File: src/hw/cwg_regs.svh
// Purpose: Register offsets, field positions and reset values of the waveform generator.
// Assumes: APB byte addresses, one aligned 32-bit word per register.
// Notes: Definitions only.
`ifndef CWG_REGS_SVH
`define CWG_REGS_SVH
`define CWG_CTRL_OFS  8'h00
`define CWG_POL_OFS   8'h04
`define CWG_CLK_OFS   8'h08
`define CWG_SEL_OFS   8'h0c
`define CWG_DBR_OFS   8'h10
`define CWG_DBF_OFS   8'h14
`define CWG_OVR_OFS   8'h18
`define CWG_STAT_OFS  8'h1c
`define CWG_EN_BIT    7
`define CWG_LOAD_BIT  6
`define CWG_SD_BIT    4
`define CWG_CS_BIT    0
`define CWG_SRC_COUNT 10
`define CWG_RST_BYTE  8'h00
`define CWG_RST_DB    6'h00
`define CWG_RST_NIB   4'h0
`endif

File: src/hw/cwg_pkg.sv
// Purpose: Types shared by the waveform generator.
// Assumes: Constants live in cwg_regs.svh.
// Notes: Direction codes are Gray along none, forward, reverse.
package cwg_pkg;
   typedef enum logic [2:0]
   {
      MODE_FWD  = 3'h2,
      MODE_REV  = 3'h3,
      MODE_HALF = 3'h4
   } mode_e;
   typedef enum logic [1:0]
   {
      DIR_NONE = 2'h0,
      DIR_FWD  = 2'h1,
      DIR_REV  = 2'h3
   } dir_e;
   typedef struct packed
   {
      logic [3:0] level;
      logic [3:0] enable;
   } drive_s;
endpackage

File: src/hw/complementary_deadband_waveform_gen.sv
// Purpose: Complementary waveform generator with dead band and full-bridge direction change.
// Assumes: Sources and the fast oscillator are asynchronous; APB runs on clk.
// Notes: Dead band advances on clk or on synchronised oscillator rising edges.
`timescale 1ns/100ps
`default_nettype none
`include "cwg_regs.svh"
// How it works
// RULE1 - Full-bridge direction change takes effect at next data rising edge.
// RULE2 - At direction change first and third outputs exchange static states.
// RULE3 - Forward to reverse: fourth output goes inactive, second starts modulating.
// RULE4 - New modulated output stays inactive until switch dead band counted out.
// RULE5 - Full-bridge dead band only at direction change, only on modulated output.
// RULE6 - Dead-band timing uses system clock or 16 MHz oscillator by one bit.
// RULE7 - Oscillator kept running in sleep when it clocks the dead band.
// RULE8 - Four-bit select picks data input from ten sources.
// RULE9 - Right after enable all four outputs start cleared.
// RULE10 - Each output has a polarity bit; set means active-low.
// RULE11 - Override levels bypass the polarity inversion.
// RULE12 - Two independent 6-bit dead-band counters, each from own count register.
// RULE13 - Counters count up from zero to loaded value on dead-band clock edges.
// RULE14 - Half-bridge: rising data edge delays first output by rising count.
// RULE15 - Full-bridge: rising count is reverse dead band on second output.
// RULE16 - Half-bridge: falling data edge delays second output by falling count.
// RULE17 - Full-bridge: falling count is forward dead band on fourth output.
// RULE18 - Interval spans 0 to 63 periods from the edge; zero means none.
// RULE19 - Input reversing before count ends keeps that output off this phase.
// RULE20 - Counts double-buffered: direct load when disabled, requested load when enabled.
// RULE21 - Asynchronous input allows up to one dead-band period of jitter.
// RULE22 - Mode 010 forward: first active, fourth modulated, second and third inactive.
// RULE23 - Mode 011 reverse: third active, second modulated, first and fourth inactive.
// RULE24 - Load request schedules load at rising edge after next fall; hardware clears it.
// RULE25 - Data input passes a two-stage synchroniser before edge detection.
// RULE26 - Disabling resets counters and direction state.
module complementary_deadband_waveform_gen
(
   input  wire logic                    clk,
   input  wire logic                    rstn,
   input  wire logic                    psel,
   input  wire logic                    penable,
   input  wire logic                    pwrite,
   input  wire logic [7:0]              paddr,
   input  wire logic [31:0]             pwdata,
   output var  logic [31:0]             prdata,
   output var  logic                    pready,
   output var  logic                    pslverr,
   input  wire logic [9:0]              sourceIn,
   input  wire logic                    internalFastOscillator,
   output var  cwg_pkg::drive_s         outDrive,
   output var  logic                    oscKeepAlive
);
   import cwg_pkg::*;

   logic [7:0]  controlRegZero;
   logic [3:0]  polarityControlReg;
   logic        clockConfigReg;
   logic [3:0]  inputSelectField;
   logic [5:0]  risingDeadbandCount;
   logic [5:0]  fallingDeadbandCount;
   logic [4:0]  overrideReg;
   logic [5:0]  dbVal [2];
   logic [9:0]  srcS1;
   logic [9:0]  srcS2;
   logic        oscS1;
   logic        oscS2;
   logic        oscS3;
   logic        dataS;
   logic        dataPrev;
   logic        loadArmed;
   dir_e        dir;
   logic [31:0] readMux;
   logic        hit;
   logic        access;
   logic        wrEn;
   logic        en;
   logic        loadReq;
   logic        half;
   logic        isFull;
   logic        wantRev;
   logic        riseEdge;
   logic        fallEdge;
   logic        change;
   logic        dbTick;
   logic [1:0]  start;
   logic [1:0]  abort;
   wire  [1:0]  okFlag;
   logic [3:0]  act;
   logic [3:0]  next_level;

   assign en      = controlRegZero[`CWG_EN_BIT];
   assign loadReq = controlRegZero[`CWG_LOAD_BIT];
   assign half    = controlRegZero[2:0] == MODE_HALF;
   assign isFull  = controlRegZero[2:0] == MODE_FWD || controlRegZero[2:0] == MODE_REV;
   assign wantRev = controlRegZero[2:0] == MODE_REV;

   // The bus answers with one wait state so that read data leaves a flip-flop.
   always_comb
   begin
      hit = 1'b1;
      readMux = 32'h0;
      case (paddr)
         `CWG_CTRL_OFS: readMux = {24'h0, controlRegZero};
         `CWG_POL_OFS:  readMux = {28'h0, polarityControlReg};
         `CWG_CLK_OFS:  readMux = {31'h0, clockConfigReg};
         `CWG_SEL_OFS:  readMux = {28'h0, inputSelectField};
         `CWG_DBR_OFS:  readMux = {26'h0, risingDeadbandCount};
         `CWG_DBF_OFS:  readMux = {26'h0, fallingDeadbandCount};
         `CWG_OVR_OFS:  readMux = {27'h0, overrideReg};
         `CWG_STAT_OFS: readMux = {18'h0, dbVal[0][3:0], dir, okFlag, dataS, loadArmed, act};
         default:       hit = 1'b0;
      endcase
   end

   assign access = psel && penable && pready;
   assign wrEn   = access && pwrite && hit;

   always_ff @(posedge clk or negedge rstn)
   begin
      if (!rstn)
      begin
         pready  <= 1'b0;
         prdata  <= 32'h0;
         pslverr <= 1'b0;
      end
      else
      begin
         pready <= psel && penable && !pready;
         if (psel && penable && !pready)
         begin
            prdata  <= pwrite ? 32'h0 : readMux;
            pslverr <= !hit;
         end
      end
   end

   // A hardware clear of the load request loses to a software write in the same cycle.
   always_ff @(posedge clk or negedge rstn)
   begin
      if (!rstn)
         controlRegZero <= `CWG_RST_BYTE;
      else if (wrEn && paddr == `CWG_CTRL_OFS)
         controlRegZero <= {pwdata[7:6], 3'h0, pwdata[2:0]};
      else if (en && loadReq && loadArmed && riseEdge)
         controlRegZero[`CWG_LOAD_BIT] <= 1'b0; // [RULE24]
   end

   always_ff @(posedge clk or negedge rstn)
   begin
      if (!rstn)
      begin
         polarityControlReg   <= `CWG_RST_NIB;
         clockConfigReg       <= 1'b0;
         inputSelectField     <= `CWG_RST_NIB;
         risingDeadbandCount  <= `CWG_RST_DB;
         fallingDeadbandCount <= `CWG_RST_DB;
         overrideReg          <= 5'h0;
      end
      else if (wrEn)
      begin
         case (paddr)
            `CWG_POL_OFS: polarityControlReg   <= pwdata[3:0];
            `CWG_CLK_OFS: clockConfigReg       <= pwdata[`CWG_CS_BIT];
            `CWG_SEL_OFS: inputSelectField     <= pwdata[3:0];
            `CWG_DBR_OFS: risingDeadbandCount  <= pwdata[5:0];
            `CWG_DBF_OFS: fallingDeadbandCount <= pwdata[5:0];
            `CWG_OVR_OFS: overrideReg          <= pwdata[4:0];
            default:      overrideReg          <= overrideReg;
         endcase
      end
   end

   // Loads keep their place in the data cycle so a running interval never sees a torn count.
   always_ff @(posedge clk or negedge rstn)
   begin
      if (!rstn)
      begin
         dbVal[0] <= `CWG_RST_DB;
         dbVal[1]  <= `CWG_RST_DB;
         loadArmed <= 1'b0;
      end
      else if (!en)
      begin
         dbVal[0]  <= risingDeadbandCount; // [RULE20]
         dbVal[1]  <= fallingDeadbandCount; // [RULE20]
         loadArmed <= 1'b0;
      end
      else if (loadReq && loadArmed && riseEdge)
      begin
         dbVal[0]  <= risingDeadbandCount; // [RULE20] [RULE24]
         dbVal[1]  <= fallingDeadbandCount;
         loadArmed <= 1'b0;
      end
      else if (loadReq && fallEdge)
         loadArmed <= 1'b1; // [RULE24]
   end

   always_ff @(posedge clk or negedge rstn)
   begin
      if (!rstn)
      begin
         srcS1 <= 10'h0;
         srcS2 <= 10'h0;
         oscS1 <= 1'b0;
         oscS2 <= 1'b0;
         oscS3 <= 1'b0;
      end
      else
      begin
         srcS1 <= sourceIn; // [RULE25]
         srcS2 <= srcS1;
         oscS1 <= internalFastOscillator;
         oscS2 <= oscS1;
         oscS3 <= oscS2;
      end
   end

   // Codes 0 to 9 pick the sources in port order; higher codes give a quiet low input.
   always_comb
   begin
      dataS = 1'b0;
      if (inputSelectField < 4'(`CWG_SRC_COUNT))
         dataS = srcS2[inputSelectField]; // [RULE8]
   end

   always_ff @(posedge clk or negedge rstn)
   begin
      if (!rstn)
         dataPrev <= 1'b0;
      else
         dataPrev <= dataS;
   end

   assign riseEdge = en && dataS && !dataPrev;
   assign fallEdge = en && !dataS && dataPrev;
   // Edges are seen on clk, so the observed interval can grow by one period. [RULE21]
   assign dbTick = clockConfigReg ? (oscS2 && !oscS3) : 1'b1; // [RULE6]
   assign change = isFull && riseEdge && (dir == DIR_NONE || (dir == DIR_REV) != wantRev);

   always_ff @(posedge clk or negedge rstn)
   begin
      if (!rstn)
         dir <= DIR_NONE;
      else if (!en)
         dir <= DIR_NONE; // [RULE26]
      else if (change)
         dir <= wantRev ? DIR_REV : DIR_FWD; // [RULE1]
   end

   always_comb
   begin
      start[0] = half ? riseEdge : change && wantRev; // [RULE14] [RULE15]
      abort[0] = fallEdge;
      start[1] = half ? fallEdge : change && !wantRev; // [RULE16] [RULE17]
      abort[1] = half ? riseEdge : fallEdge;
   end

   for (genvar g = 0; g < 2; g++)
   begin : g_db
      logic [5:0] cnt;
      logic       busy;
      logic       ok;
      always_ff @(posedge clk or negedge rstn)
      begin
         if (!rstn)
         begin
            cnt  <= 6'h0;
            busy <= 1'b0;
            ok   <= 1'b0;
         end
         else if (!en)
         begin
            cnt  <= 6'h0; // [RULE26]
            busy <= 1'b0;
            ok   <= 1'b0;
         end
         else if (start[g])
         begin
            cnt  <= 6'h0; // [RULE13]
            busy <= dbVal[g] != 6'h0; // [RULE18]
            ok   <= dbVal[g] == 6'h0; // [RULE18]
         end
         else if (abort[g] && (half || busy))
         begin
            busy <= 1'b0; // [RULE19]
            ok   <= !half;
         end
         else if (busy && dbTick)
         begin
            cnt <= cnt + 6'h1; // [RULE12] [RULE13]
            if (cnt + 6'h1 == dbVal[g])
            begin
               busy <= 1'b0;
               ok   <= 1'b1;
            end
         end
      end
      assign okFlag[g] = ok;
   end

   // Static legs follow dir at once; only the modulated leg waits on a counter.
   always_comb
   begin
      act = 4'h0;
      if (half)
         act = {okFlag[1], okFlag[0], okFlag[1], okFlag[0]};
      else if (isFull)
      begin
         case (dir)
            DIR_FWD: act = {dataS && okFlag[1], 1'b0, 1'b0, 1'b1}; // [RULE22] [RULE5]
            DIR_REV: act = {1'b0, 1'b1, dataS && okFlag[0], 1'b0}; // [RULE23] [RULE3] [RULE4]
            default: act = 4'h0;
         endcase
      end
   end

   for (genvar i = 0; i < 4; i++)
   begin : g_out
      // Override levels are driven as written, polarity is skipped for them.
      assign next_level[i] = overrideReg[`CWG_SD_BIT] ? overrideReg[i] // [RULE11]
                                                      : act[i] ^ polarityControlReg[i]; // [RULE10]
   end

   always_ff @(posedge clk or negedge rstn)
   begin
      if (!rstn)
      begin
         outDrive     <= '0;
         oscKeepAlive <= 1'b0;
      end
      else
      begin
         outDrive.level  <= en ? next_level : 4'h0; // [RULE9] [RULE2]
         outDrive.enable <= en ? 4'hf : 4'h0; // [RULE9]
         // Holding the oscillator costs sleep current but keeps dead band alive.
         oscKeepAlive    <= en && clockConfigReg; // [RULE7]
      end
   end
endmodule
`default_nettype wire

File: config.mk
export PLATFORM = sky130hd
export DESIGN_NAME = complementary_deadband_waveform_gen
export DESIGN_NICKNAME = d
export VERILOG_FILES = /design/src/hw/cwg_pkg.sv /design/src/hw/complementary_deadband_waveform_gen.sv
export VERILOG_INCLUDE_DIRS = /design/src /design/src/hw
export SDC_FILE = /design/constraint.sdc
export NUM_CORES = 1
export LEC_CHECK = 0
export ABC_AREA = 1
export BUFFER_PORTS_ARGS = -buffer_cell sky130_fd_sc_hd__buf_2
export CAP_MARGIN = 20
export CORE_MARGIN = 2
export CORE_UTILIZATION = 30
export CTS_BUF_LIST = sky130_fd_sc_hd__clkbuf_4 sky130_fd_sc_hd__clkbuf_8
export DETAILED_ROUTE_END_ITERATION = 10
export MAX_ROUTING_LAYER = met4
export PLACE_DENSITY = 0.53
export SKIP_CTS_REPAIR_TIMING = 1
export SLEW_MARGIN = 20
export SYNTH_ARGS = -nofsm -noshare
export SYNTH_HDL_FRONTEND = slang
export SYNTH_SLANG_ARGS = --single-unit
File: constraint.sdc
create_clock -name clk -period 2.2 [get_ports clk]
set_input_delay 0.11 -clock clk [delete_from_list [all_inputs] [get_ports clk]]
set_output_delay 0.11 -clock clk [all_outputs]
set_load 0.03 [all_outputs]
---- Word-level counts from Yosys, hierarchy flattened ----
Index checks and enable logic that the tools add are counted.
W data, S select, Z words.
word-level totals
  flip-flop bits (word level) ............. 129
  bits of input ports ..................... 56
operators by class
  $add $sub $neg .......................... 2
  order comparisons ....................... 2
  equality and inequality tests ........... 26
  mux-type cells .......................... 57
  bitwise logic cells ..................... 4
  reduce and logical (&&, ||, !) cells .... 57
operators by type and width
  operator               number
  $pmux W14 S8           1
  $mux W6                8
  $mux W1                36
  $eq A8 B5 Y1 const B   4
  $mux W32               1
  $logic_and A1 B1 Y1    28
  $mux W12               2
  $reduce_and A2 Y1      10
  $eq A8 B4 Y1 const B   2
  $mux W4                4
  $ne A4 B1 Y1 const B   4
  $add A6 B1 Y6 const B  2
  $eq A6 B6 Y1           2
  $logic_not A6 Y1       2
  $reduce_bool A6 Y1     2
  $ne A3 B1 Y1 const B   3
  $eq A8 B3 Y1 const B   1
  $logic_not A8 Y1       1
  $pmux W4 S2            1
  $reduce_or A8 Y1       1
  $logic_not A1 Y1       7
  $eq A3 B2 Y1 const B   2
  $mux W2                3
  $ne A3 B3 Y1 const B   2
  other kinds (12)       19

---- Logic depth before layout (Yosys ltp) ----
  depth after elaboration ................. 11
  mapped depth ............................ 14

---- Least setup slack after synthesis ----
Ideal clock, no wire load.
  kind .................................... reg2reg
  from .................................... register g_db[1].cnt[0]
  to ...................................... register g_db[1].ok
  library setup time ...................... 0.065 ns
  data arrival time ....................... 1.558 ns
  required time ........................... 2.135 ns
  slack ................................... 0.577 ns
  cell stages (with the launch flop) ...... 14
  buffers on the path ..................... 0
  clock period less this slack ............ 1.623 ns
  cells stage by stage .................... dfrtp_1 ha_1 or2_2 nand2_1 inv_1 nand2_1 nand4_1 nor2_1 nand2_1 nor2_1 nor2_1 nand2_1 nand3_1 nand2_1
on the way
  word-level cells in the longest chain between the ends .. 4
ends and longest elaborated chain
  what                         line                                        source
  from (decl)                  complementary_deadband_waveform_gen.sv:258  logic [5:0] cnt;
  from (signal assigned)       complementary_deadband_waveform_gen.sv:288  cnt <= cnt + 6'h1;
  $add A6 B1 Y6                complementary_deadband_waveform_gen.sv:289  if (cnt + 6'h1 == dbVal[g])
  $eq A6 B6 Y1                 complementary_deadband_waveform_gen.sv:289
  $ne A4 B1 Y1 (no line)       --
  $reduce_and A2 Y1 (no line)  --
  to (signal assigned)         complementary_deadband_waveform_gen.sv:284  ok <= !half;
  to (decl)                    complementary_deadband_waveform_gen.sv:260  logic ok;
No other way between the ends.
A chain may end at the register's enable or synchronous reset.

---- Worst setup path in the final report ----
  from .................................... register inputSelectField[1]
  to ...................................... register dbVal[4] in the netlist's numbering
on the way
  word-level cells in the longest chain between the ends .. 7
  elaborated cells on any way between the ends .. 8
  those cells by class .................... 1 x order compare; 1 x eq/ne; 3 x mux; 3 x reduce/logical
ends and longest elaborated chain
  what                                  line                                        source
  from (decl)                           complementary_deadband_waveform_gen.sv:56   logic [3:0] inputSelectField;
  from (signal assigned)                complementary_deadband_waveform_gen.sv:152  inputSelectField <= `CWG_RST_NIB;
  from (signal assigned)                complementary_deadband_waveform_gen.sv:162  `CWG_SEL_OFS: inputSelectField <= pwdata[3:0];
  $bmux W1 S4                           complementary_deadband_waveform_gen.sv:221  dataS = srcS2[inputSelectField];
  $mux W1 (implied by the code)         complementary_deadband_waveform_gen.sv:221
  $mux W1 (*)                           complementary_deadband_waveform_gen.sv:220  if (inputSelectField < 4'(`CWG_SRC_COUNT))
  $logic_and A1 B1 Y1 (*) (2 in a row)  complementary_deadband_waveform_gen.sv:232  assign riseEdge = en && dataS && !dataPrev;
  $logic_and A1 B1 Y1 (*)               complementary_deadband_waveform_gen.sv:186  else if (loadReq && loadArmed && riseEdge)
  $ne A2 B1 Y1 (no line) (*)            --
  to (decl)                             complementary_deadband_waveform_gen.sv:60   logic [5:0] dbVal [2];
Every way passes the cells marked *; elsewhere a longest branch is shown, timed or not. The select of a mux whose other input is x is not followed.

==> run summary <==
The proportion of register bits with asynchronous set or reset after synthesis came out at 1.00. The xor/xnor share of the synthesized area is 0.0200, and the area share of the largest cell type after synthesis is 0.513. For the area of the die, the log shows 18600 um^2.

The total wirelength of the detailed-routed design was 12.6 mm; the synthesized-area fraction occupied by and/or/nand/nor cells was 0.246. Max-cap check violation count: 0. Once placement finished, the instance area stood at 5770 um^2.

The detail-routed via count per cell works out to 4.48. Walking the worst path, the cells encountered are inv_1 > nand3_1 > nand2_1 > nand2_1 > nand3_2 > nand2_4 > nor3_4 > nand3_4 > nand2_4 > nand2_1 > o21ai_1. The clock reaches the later pin of the worst-skew pair after 0.40 ns.

The worst setup path is launched from a flop. The worst hold margin came out at -0.0128 ns. The analysis attributes to cell leakage a power of 3.09 nW.

In this run, CTS created clock tree buffers numbering 9. The global placement routability congestion was 0.906; the number of different library cells in the post-synthesis netlist was 44. The mean instance size in the synthesized netlist came out at 8.50 um^2.

The share of synthesized area spent on multiplexers works out to 0. In this run the most used layer during global routing was met2. The biggest cell delay along the critical path is 0.45 ns. Startpoint-to-endpoint class of the critical path: flop to flop.

First-pass iteration count of the detailed router: 4. The transition time of the tightest slew-check pin was 0.676 ns. The tree is rooted in a sky130_fd_sc_hd__clkbuf_8.

Once layout is done, the placed cells without fillers occupy 6090 um^2. The tools report the met2 demand-to-capacity share in global routing as 0.236. The largest fanout on the critical path came out at 21. The final reports fail on hold timing.

The final number of setup-violating endpoints is 0. Total power for the finished layout comes to 0.00353 W. The sum of buffers and inverters on the critical path is 1, and the number of global-route vias before repair is 4000. The cell count after synthesis came out at 620. For the deepest clock path buffer count, the log shows 2. The total routing resource utilization after global routing was 0.149; the met1 routing resource usage after global routing was 0.193. Synthesis inferred 108 register bits. The synthesized design contains 0 enable-type register cells. The worst setup path is captured at a flop.

The clock tree synthesis step divided the H-tree into 3 levels. The cell with the biggest individual delay on the critical path was sky130_fd_sc_hd__dfrtp_1. VDD sags by at most 354 uV. Measured along the x axis, the die boundary spans 137 um. Entering global routing, the biggest net connects 49 pins.

The number of antenna violations at the first check in global routing is 0. After routing, the total negative slack on setup checks comes to 0 ns. The ratio of final minimum period to clock period came out at 0.904.

The post-synthesis compound-gate area fraction works out to 0.111. Counting instances in the post-synthesis netlist gives the leading cell types as sky130_fd_sc_hd__nand2_1, sky130_fd_sc_hd__dfrtp_1, sky130_fd_sc_hd__inv_1. The smallest clock period supported by the final layout is computed as 1.99 ns. Grouping stages by cell kind, the critical path spends the most delay in simple AND/OR/NAND/NOR gates. After clock tree synthesis, the clock-pin slew on the worst setup and hold paths is 0.11 ns. The run gives 0 as the number of nets with antenna violations after detailed routing. The commonest register cell after synthesis is sky130_fd_sc_hd__dfrtp_1. After synthesis, the largest family of logic cells by area is simple AND/OR/NAND/NOR gates. For the worst slew margin relative to its limit, the log shows 0.545. The first global-routing pass estimated 20.7 mm of wire. The quantity of I/O buffers inserted on ports is 56, and the wire length per cell is 13.5 um. The total power per unit cell area came out at 579 nW/um^2. In the routed design, unresolved DRC markers number 0. For the signal arrival time at the worst endpoint, the log shows 2.32 ns.

The flow ran to the end, but the final reports show violations. After floorplanning, the core was divided into 48 placement rows. The Yosys step of the flow raised 0 warnings. The starting utilization of the core area came out at 0.306.

Setup repair after global routing left no endpoint under its margin. The adder-cell share of the synthesized area works out to 0.00475. The tools report the met3 track demand over resource in global routing as 0.0267.

For the leftover overflow at the end of global routing, the log shows 0. The placed wire-length estimate came out at 9.29 mm. Compared with the post-synthesis result, the final layout area differs by 15.7%.

Hold violation count in the final report: 1. The cell occurring most often along the worst timing path is sky130_fd_sc_hd__nand2_1. On the final layout, the worst clock skew is 0.0154 ns. The tools report the cell area after technology mapping as 5270 um^2. Among all cell types in the netlist, the one instantiated most often is sky130_fd_sc_hd__nand2_1. The most area-hungry cell type in the Yosys netlist is sky130_fd_sc_hd__dfrtp_1. The die extent in y is 137 um, and the max-slew violation total from the final report is 0.

The run gives 233 as the number of violations reported at the end of detailed-routing iteration 0. For this run, the top clock speed supported by timing is 503 MHz. Sorting the synthesized cells by area gives the leading types as sky130_fd_sc_hd__dfrtp_1, sky130_fd_sc_hd__nand2_1, sky130_fd_sc_hd__inv_1. For the sequential fraction of the synthesis area, the log shows 0.513.

For the number of vias in the routed layout, the log shows 4156. After floorplanning, the core was sized to cover 17200 um^2. The repair_antennas step left the layout with diodes totalling 0. The net count of the finished layout was 756; the top-level port count was 99.

TritonCTS built the clock tree. Share of final-layout standard cells stronger than drive strength 1: 0.171. In this run the worst hold path is classified as input port to flop. The clock net in this run drives a total of 108 sinks.

At the worst endpoint, the required time is 2.53 ns.
## kinds of logic after synthesis
kind of cell | after synthesis
flops | 108
other cells | 1
simple gates | 286
compound gates | 94
buf+inv | 117
fa+ha+maj | 2
xor+xnor | 12
## layer usage
metal	up-vias	routed length [um]
met2	80	6030
met4	0	229
met3	16	444
met5	-	0
li1	2115	-
met1	1945	5860
## where the power goes
| part | switching (W) | total, W | internal, W |
|---|---|---|---|
| clock | 0.000754 | 0.00130 | 0.000544 |
| combinational | 0.000149 | 0.000208 | 0.0000584 |
| sequential | 0.00000954 | 0.00202 | 0.00201 |
| total | 0.000913 | 0.00353 | 0.00261 |
## worst register-to-register path, delay by kind of cell, from the launching register on
kind,cells,cell delay (ns)
simple gates,9,1.18
flops,1,0.45
buf+inv,1,0.21
compound gates,1,0.09
## placed cells by master, fill, tap and decap left out, drive strengths merged, types with 3 or more instances in the layout
master / instances
nor2: 33
nor3: 6
inv: 91
buf: 66
nand4: 14
or2: 4
o22ai: 3
conb: 18
a22o: 4
dfrtp: 108
o21ai: 51
nand3: 42
clkbuf: 9
a32o: 6
nand2: 186
o211ai: 6
xor2: 10
a21oi: 15
dlygate4sd3: 12
## state kept, by name, indices dropped and copies added (netlist names), 2 cells and up
register and flops:
srcS1 10, g_db.ok 2, g_db.busy 2, prdata 14, inputSelectField 4, srcS2 10, outDrive 5, polarityControlReg 4
overrideReg 5, dir 2, controlRegZero 5, dbVal 12, fallingDeadbandCount 6, g_db.cnt 12, risingDeadbandCount 6
## metrics by stage
| step | instances | worst slack (ns) | util | hold WS, ns |
|---|---|---|---|---|
| after floorplan | 637 | 0.577 | - | -0.186 |
| after global placement | 900 | 0.274 | 0.334 | 0.120 |
| after detailed placement | 900 | 0.226 | 0.334 | 0.121 |
| after CTS | 916 | 0.191 | 0.346 | -0.324 |
| after global routing | 928 | 0.0302 | 0.353 | 0.000884 |
| final | 928 | 0.211 | 0.353 | -0.0128 |
## final cells by class
class	count	area, um^2
Fill cell	1803	11100
Sequential cell	108	2700
Multi-Input combinational cell	412	2080
Timing Repair Buffer	78	490
Inverter	89	334
Tap cell	225	282
Clock buffer	9	124
Clock inverter	7	82.6
## path summary, 6_finish.rpt
| check | start | endpoint | slack (ns) | depth (start not counted) |
|---|---|---|---|---|
| setup / recovery | inputSelectField[1] | dbVal[4] | 0.21 | 11 |
| setup reg to reg | inputSelectField[1] | dbVal[4] | 0.21 | 11 |
| hold reg to reg | srcS1[5] | srcS2[5] | 0.35 | 0 |
| min in group asynchronous | rstn | overrideReg[2] | 0.21 | 2 |
| hold / removal | pwdata[6] | controlRegZero[6] | -0.01 | 3 |
| max in group asynchronous | rstn | controlRegZero[6] | 1.35 | 3 |
Note: power is estimated with default switching activity, not from simulation.
